[src/lpm_pkg.sv]
// constants and types shared by both ends of the low-power control link
// assumes a 100 MHz system clock on both ends and a host-made serial clock
package lpm_pkg;
	// ==========================================
	// serial frame
	localparam int FRAME_BITS = 16;
	localparam logic [7:0] KEY_ADDR = 8'h05;
	localparam logic [7:0] KEY_VALUE = 8'h69;
	localparam logic [7:0] PWRCTL_ADDR = 8'h04;
	localparam int LIGHT_BIT = 0;
	localparam int DEEP_BIT = 1;
	localparam logic [1:0] PWRCTL_RESET = 2'h0;
	// ==========================================
	// timing
	localparam int CLK_MHZ = 100;
	localparam int SCLK_HALF = 4;
	localparam int WAKE_TIME_NS = 400;
	localparam int PWRUP_TIME_NS = 2000;
	localparam int WAKE_CYC = (WAKE_TIME_NS * CLK_MHZ + 999) / 1000;
	localparam int PWRUP_CYC = (PWRUP_TIME_NS * CLK_MHZ + 999) / 1000;
	localparam int CONV_CYC = 50;
	// host slack over the device's two-flop sampling delay
	localparam int SYNC_MARGIN = 4;
	localparam int CNT_W = 12;
	// ==========================================
	// device power states
	typedef enum logic [2:0] {
		PS_ACQUISITION = 3'b000,
		PS_CONV = 3'b001,
		PS_LIGHT = 3'b011,
		PS_WAKE = 3'b010,
		PS_DEEP = 3'b110,
		PS_PWRUP = 3'b111
	} pstate_t;
	// host sequencing states
	typedef enum logic [2:0] {
		HS_IDLE = 3'b000,
		HS_SHIFT = 3'b001,
		HS_CONV = 3'b011,
		HS_WAIT = 3'b010
	} hstate_t;
	typedef enum logic [1:0] {
		CMD_WRITE = 2'h0,
		CMD_CONVERT = 2'h1,
		CMD_WAKE = 2'h2
	} cmd_t;
endpackage : lpm_pkg

[src/lpm_link_if.sv]
// serial configuration and convert/select link between host and converter
// assumes the host drives every wire but ready_indicator, which only the device drives
`timescale 1ns/1ps
interface lpm_link_if;
	logic sclk;
	logic sdi;
	logic convert_select_pin;
	logic ready_indicator;
	modport device_end (
		input sclk,
		input sdi,
		input convert_select_pin,
		output ready_indicator
	);
	modport host_end (
		output sclk,
		output sdi,
		output convert_select_pin,
		input ready_indicator
	);
endinterface : lpm_link_if

[src/lpm_sync.sv]
// two-flop synchroniser for one level from outside the clock domain
// assumes nothing about the input's timing
`timescale 1ns/1ps
module lpm_sync #(
	parameter logic RESET_VALUE = 1'b0
) (
	input wire logic CLK,
	input wire logic RESET_N,
	input wire logic d,
	output logic q
);
	logic meta_r;
	always_ff @(posedge CLK or negedge RESET_N)
	begin
		if (!RESET_N)
		begin
			meta_r <= RESET_VALUE;
			q <= RESET_VALUE;
		end
		else
		begin
			meta_r <= d;
			q <= meta_r;
		end
	end
endmodule : lpm_sync

[src/lpm_device.sv]
// converter end: serial register decode and the power-state sequencer
// assumes the host drives sclk, sdi and convert_select_pin (frame low)
`timescale 1ns/1ps
module lpm_device (
	input wire logic CLK,
	input wire logic RESET_N,
	lpm_link_if.device_end link,
	output logic ANALOG_ON,
	output logic LIGHT_SLEEP_MODE,
	output logic DEEP_SLEEP_MODE,
	output logic [1:0] POWER_CONTROL,
	output logic UNLOCKED
);
	import lpm_pkg::*;
	// ==========================================
	// pin sampling
	logic sclk_s;
	logic sdi_s;
	logic cs_s;
	logic sclk_d_r;
	logic cs_d_r;
	lpm_sync #(.RESET_VALUE(1'b0)) u_sclk (.CLK(CLK), .RESET_N(RESET_N),
		.d(link.sclk), .q(sclk_s));
	lpm_sync #(.RESET_VALUE(1'b0)) u_sdi (.CLK(CLK), .RESET_N(RESET_N),
		.d(link.sdi), .q(sdi_s));
	// pin idles high: sampler resets high, else reset ends in a false rise
	lpm_sync #(.RESET_VALUE(1'b1)) u_cs (.CLK(CLK), .RESET_N(RESET_N),
		.d(link.convert_select_pin), .q(cs_s));
	always_ff @(posedge CLK or negedge RESET_N)
	begin
		if (!RESET_N)
		begin
			sclk_d_r <= 1'b0;
			cs_d_r <= 1'b1;
		end
		else
		begin
			sclk_d_r <= sclk_s;
			cs_d_r <= cs_s;
		end
	end
	logic sclk_rise;
	logic cs_rise;
	logic cs_fall;
	assign sclk_rise = sclk_s && !sclk_d_r;
	assign cs_rise = cs_s && !cs_d_r;
	assign cs_fall = !cs_s && cs_d_r;
	// ==========================================
	// serial frame capture, msb first: 8-bit address, 8-bit data
	logic [FRAME_BITS-1:0] shift_r;
	logic [4:0] bits_r;
	logic frame_done;
	always_ff @(posedge CLK or negedge RESET_N)
	begin
		if (!RESET_N)
		begin
			shift_r <= '0;
			bits_r <= '0;
		end
		else if (cs_s)
			bits_r <= '0;
		else if (sclk_rise)
		begin
			shift_r <= {shift_r[FRAME_BITS-2:0], sdi_s};
			bits_r <= bits_r + 5'h01;
		end
	end
	// a short frame is dropped silently; only full frames write
	assign frame_done = cs_rise && (bits_r == 5'(FRAME_BITS));
	logic [7:0] f_addr;
	logic [7:0] f_data;
	assign f_addr = shift_r[FRAME_BITS-1:8];
	assign f_data = shift_r[7:0];
	// ==========================================
	// unlock and power-control register
	logic unlock_r;
	logic [1:0] pwrctl_r;
	always_ff @(posedge CLK or negedge RESET_N)
	begin
		if (!RESET_N)
			unlock_r <= 1'b0;
		else if (frame_done)
			unlock_r <= (f_addr == KEY_ADDR) && (f_data == KEY_VALUE);
	end
	// register survives deep sleep: only reset or unlocked writes change it
	always_ff @(posedge CLK or negedge RESET_N)
	begin
		if (!RESET_N)
			pwrctl_r <= PWRCTL_RESET;
		else if (frame_done && f_addr == PWRCTL_ADDR && unlock_r)
			pwrctl_r <= {f_data[DEEP_BIT], f_data[LIGHT_BIT]};
	end
	logic light_en;
	logic deep_req;
	assign light_en = pwrctl_r[LIGHT_BIT];
	assign deep_req = pwrctl_r[DEEP_BIT];
	// ==========================================
	// power-state sequencer
	pstate_t ps_r;
	pstate_t ps_nxt;
	logic [CNT_W-1:0] cnt_r;
	logic [CNT_W-1:0] cnt_nxt;
	always_comb
	begin
		ps_nxt = ps_r;
		cnt_nxt = (cnt_r == '0) ? cnt_r : cnt_r - 12'h001;
		unique case (ps_r)
			// a frame's closing rise also starts a conversion, or enters deep sleep if deep_req is set
			PS_ACQUISITION:
				if (cs_rise && deep_req)
					ps_nxt = PS_DEEP;
				else if (cs_rise)
				begin
					ps_nxt = PS_CONV;
					cnt_nxt = CNT_W'(CONV_CYC);
				end
			PS_CONV:
				if (cnt_r == '0)
				begin
					if (light_en && cs_s)
						ps_nxt = PS_LIGHT;
					else
						ps_nxt = PS_ACQUISITION;
				end
			PS_LIGHT:
				if (cs_fall)
				begin
					ps_nxt = PS_WAKE;
					cnt_nxt = CNT_W'(WAKE_CYC);
				end
			PS_WAKE:
				if (cnt_r == '0)
					ps_nxt = PS_ACQUISITION;
			PS_DEEP:
				if (!deep_req)
				begin
					ps_nxt = PS_PWRUP;
					cnt_nxt = CNT_W'(PWRUP_CYC);
				end
			PS_PWRUP:
				if (cnt_r == '0)
					ps_nxt = PS_ACQUISITION;
			default:
				ps_nxt = PS_ACQUISITION;
		endcase
	end
	always_ff @(posedge CLK or negedge RESET_N)
	begin
		if (!RESET_N)
		begin
			ps_r <= PS_ACQUISITION;
			cnt_r <= '0;
		end
		else
		begin
			ps_r <= ps_nxt;
			cnt_r <= cnt_nxt;
		end
	end
	// ==========================================
	// registered outputs
	// ready low only while converting or held in reset
	always_ff @(posedge CLK or negedge RESET_N)
	begin
		if (!RESET_N)
			link.ready_indicator <= 1'b0;
		else
			link.ready_indicator <= (ps_nxt != PS_CONV);
	end
	// supply and mode flags follow the next state, no extra cycle of lag
	always_ff @(posedge CLK or negedge RESET_N)
	begin
		if (!RESET_N)
		begin
			ANALOG_ON <= 1'b1;
			LIGHT_SLEEP_MODE <= 1'b0;
			DEEP_SLEEP_MODE <= 1'b0;
		end
		else
		begin
			ANALOG_ON <= (ps_nxt != PS_DEEP);
			LIGHT_SLEEP_MODE <= (ps_nxt == PS_LIGHT);
			DEEP_SLEEP_MODE <= (ps_nxt == PS_DEEP);
		end
	end
	// register mirror
	always_ff @(posedge CLK or negedge RESET_N)
	begin
		if (!RESET_N)
		begin
			POWER_CONTROL <= PWRCTL_RESET;
			UNLOCKED <= 1'b0;
		end
		else
		begin
			POWER_CONTROL <= pwrctl_r;
			UNLOCKED <= unlock_r;
		end
	end
endmodule : lpm_device

[src/flat_wrapper.sv]
// flat-port wrapper written by rule: the top's interface ports become plain ports
module lpm_device_flat import lpm_pkg::*;
  (CLK, RESET_N, ANALOG_ON, LIGHT_SLEEP_MODE, DEEP_SLEEP_MODE, POWER_CONTROL, UNLOCKED, link_sclk, link_sdi, link_convert_select_pin, link_ready_indicator);
  lpm_link_if link_i ();
  input wire logic CLK;
  input wire logic RESET_N;
  output logic ANALOG_ON;
  output logic LIGHT_SLEEP_MODE;
  output logic DEEP_SLEEP_MODE;
  output logic [1:0] POWER_CONTROL;
  output logic UNLOCKED;
  input wire logic [$bits(link_i.sclk)-1:0] link_sclk;
  input wire logic [$bits(link_i.sdi)-1:0] link_sdi;
  input wire logic [$bits(link_i.convert_select_pin)-1:0] link_convert_select_pin;
  output wire logic [$bits(link_i.ready_indicator)-1:0] link_ready_indicator;
  assign link_i.sclk = link_sclk;
  assign link_i.sdi = link_sdi;
  assign link_i.convert_select_pin = link_convert_select_pin;
  assign link_ready_indicator = link_i.ready_indicator;
  lpm_device u_core (.CLK(CLK), .RESET_N(RESET_N), .link(link_i), .ANALOG_ON(ANALOG_ON), .LIGHT_SLEEP_MODE(LIGHT_SLEEP_MODE), .DEEP_SLEEP_MODE(DEEP_SLEEP_MODE), .POWER_CONTROL(POWER_CONTROL), .UNLOCKED(UNLOCKED));
endmodule
[config.mk]
export PLATFORM = sky130hd
export DESIGN_NAME = lpm_device_flat
export DESIGN_NICKNAME = d
export VERILOG_FILES = /design/src/lpm_pkg.sv /design/src/lpm_link_if.sv /design/src/lpm_sync.sv /design/src/lpm_device.sv /design/src/flat_wrapper.sv
export SDC_FILE = /design/constraint.sdc
export NUM_CORES = 1
export LEC_CHECK = 0
export ABC_AREA = 1
export BUFFER_PORTS_ARGS = -buffer_cell sky130_fd_sc_hd__buf_2
export CORE_MARGIN = 2
export CORE_UTILIZATION = 59
export CTS_CLUSTER_SIZE = 8
export DETAILED_ROUTE_END_ITERATION = 7
export PLACE_DENSITY = 0.77
export REMOVE_ABC_BUFFERS = 1
export SYNTH_ARGS = -nofsm -noshare
export SYNTH_HDL_FRONTEND = slang
export SYNTH_SLANG_ARGS = --single-unit
[constraint.sdc]
create_clock -name CLK -period 3.5 [get_ports CLK]
set_input_delay 0.175 -clock CLK [delete_from_list [all_inputs] [get_ports CLK]]
set_output_delay 0.175 -clock CLK [all_outputs]
set_load 0.02 [all_outputs]
==> flow_summary.toml <==
[synthesis]
netlist-cell-type-count = 33
synth_area_per_cell_um2 = 8.99
ys_ff_latch = 54
syn_inst = 280
ys.flop_type = "dfrtp_1"
synthesis.area_mm2 = 0.00252
synth_edf_count = 0
ys_seq_area_frac = 0.539
async_reset_ff_frac = 1.00
yosys_warnings = 0

[worst_setup_path]
cp_data_required_time_ns = 3.69
crit_type = "reg2reg"
cp_max_fo = 12
critPathSlowestCell = "dfrtp_1"
timing.critical_path.slowest_cell_delay_ns = 0.37
cp_common_cell = "nand2_1"
cp_cell_sequence = "inv_1 > ha_1 > nand2_4 > nor2_8 > nand2_4 > nand2_1 > nand2_1 > nor2_1 > nand2_1"
startpoint = "u_core.cnt_r[0]"
critPathArrivalTime_ns = 1.80
worst_setup_path_end_kind = "register"
start_kind = "register"
r2r-start = "u_core.cnt_r[0]"
r2r_slack_ns = 1.88

[clock_network]
path_clk_slew_ns = 0.09
ctsLongestPathBuffers = 2
cts_resized = 0
h-tree-depth = 2
clock_latency_ns = 0.30
clock-root-buffer = "clkbuf_8"
cts.hold.buffers_added = 4
numCtsBuffers = 5
cts_tree = "built"
cts.sinks = 54
post_cts_buffers = 0

[floorplanning]
rows = 23
top_level_ports = 12
core-area_mm2 = 0.00406
die-width_um = 69.3
die_area_mm2 = 0.00480
initial_core_util = 0.620
die_y_um = 69.3

[run_status]
status = "complete, no violations"

[power_and_ir_drop]
leakagePower_nw = 1.38
power_mw = 1.48
power_density_mw_per_mm2 = 539
ir_worst_vdd_mv = 0.396

[layout]
antenna_cells = 0
seqCellArea_mm2 = 0.00136
layout.nets = 307
multi_input_area_um2 = 967
fill_cells = 334
syn2layout_area_growth_pct = 8.95
stdcell_area_mm2 = 0.00274
final_util = 0.676
drive_above_1_share = 0.177

[timing]
worst_slack_ns = 1.88
fin_crit_sh = 0.462
rsz0062_at_grt = "no"
finalCriticalPeriod_ns = 1.62
worstMarginPinSlew_ns = 0.730
max_slew_margin = 0.513
tns_ns = 0
final_max_slew_viol_count = 0
finalSetupViolations = 0
finalClockSkew_ns = 0.00978
hold_viol = 0
fmax_mhz = 618

[routing]
wl_per_cell_um = 11.8
vias = 1759
ant_nets = 0
routed_wl_mm = 4.12
drc = 0
drtIter0Drc = 125
via_per_inst = 5.03
firstDrtPassIters = 4

[global_route]
grt_pass1_vias = 1694
overflow = 0
grt_pass1_wl_mm = 7.40
antenna_found_initial = 0
grt.total_usage = 0.193
grt_max_degree = 35

[run]
max_cap_violations = 0

[placement]
gp_congestion = 0.801
dpl_cell_area_mm2 = 0.00262
hpwl_mm = 3.07
post-place-ws_ns = 1.89
io_buffers = 11

[worst_hold_path]
min_from = "u_core.u_cs.meta_r"
hold_class = "reg2reg"
## worst max-delay path, delay by kind of cell (launching register included)
family / cells / cell delay [ns]
buffers and inverters: 1 / 0.10
flip-flops: 1 / 0.37
adder cells (fa/ha/maj): 1 / 0.26
AND/OR/NAND/NOR: 7 / 0.77
## layout make-up
cell class | instances | area share
inverter | 44 | 0.0607
sequential | 54 | 0.495
tap | 50 | 0.0228
clock inverter | 2 | 0.00502
timing repair buffer | 16 | 0.0374
multi-input combinational | 178 | 0.353
clock buffer | 6 | 0.0265
## power by group
part / switching (mW) / internal, mW
clock network: 0.191 / 0.141
logic: 0.225 / 0.138
registers: 0.0682 / 0.715
total: 0.483 / 0.995
## cells in the mapped netlist (all sizes together), types with 3 or more instances
master  instances  share of area
nor3            3         0.0060
nand3          17          0.041
xor2            3          0.010
buf             4          0.010
dfrtp          50           0.50
o21ai          24          0.051
nor2           38          0.082
inv            43          0.064
ha              3          0.015
dfstp           4          0.042
nand4           7          0.023
a21oi           9          0.019
nand2          66           0.11
xnor2           3          0.010
## kinds of logic (layout without fill, tap and decap cells)
group / count (synthesis) / after routing / synth area share
DFF: 54 / 54 / 0.539
and+or+nand+nor: 134 / 134 / 0.273
adders and majority gates: 3 / 3 / 0.0149
xor gates and xnor gates: 6 / 6 / 0.0209
buffers and inverters: 48 / 68 / 0.0766
AOI/OAI and AO/OA: 35 / 35 / 0.0756
## sequential cells by signal, summed over array words and instances (netlist names)
signal	cells
u_core.ps_r	3
u_core.UNLOCKED	1
u_core.POWER_CONTROL	2
u_core.pwrctl_r	2
u_core.u_cs.meta_r	1
u_core.unlock_r	1
u_core.LIGHT_SLEEP_MODE	1
u_core.bits_r	5
u_core.sclk_d_r	1
u_core.link.ready_indicator	1
u_core.u_sdi.q	1
u_core.ANALOG_ON	1
u_core.u_cs.q	1
u_core.shift_r	16
u_core.cs_d_r	1
u_core.u_sclk.q	1
u_core.u_sdi.meta_r	1
u_core.cnt_r	12
u_core.DEEP_SLEEP_MODE	1
u_core.u_sclk.meta_r	1
## worst paths after layout
path	endpoint	depth (start not counted)
setup / recovery	u_core.link.ready_indicator	9
hold / removal	u_core.u_cs.q	0
setup reg to reg	u_core.link.ready_indicator	9
hold reg to reg	u_core.u_cs.q	0
max in group asynchronous	u_core.ANALOG_ON	3
min in group asynchronous	u_core.shift_r[12]	2
## through the flow
step                      cells  hold slack [ns]
after CTS                   350            0.367
after floorplan             276           -0.121
final                       350            0.362
after global routing        350            0.369
after global placement      338            0.279
after detailed placement    338            0.281
## routing by layer
layer / GRT usage / wire [um]
met5: 0 / 0
met2: 0.300 / 1920
met3: 0.0305 / 112
met1: 0.276 / 2030
met4: 0.0719 / 57
## layout by cell type, fill, tap and decap left out, types with 5 or more instances in the layout
cell       n
inv_1     40
o21ai_0   19
clkbuf_8   5
a21oi_1    8
dfrtp_1   50
buf_2     11
nand2_1   59
nand4_1    6
nand3_1   15
nor2_1    26
nor2_2     7
(Power assumes the default switching activity.)
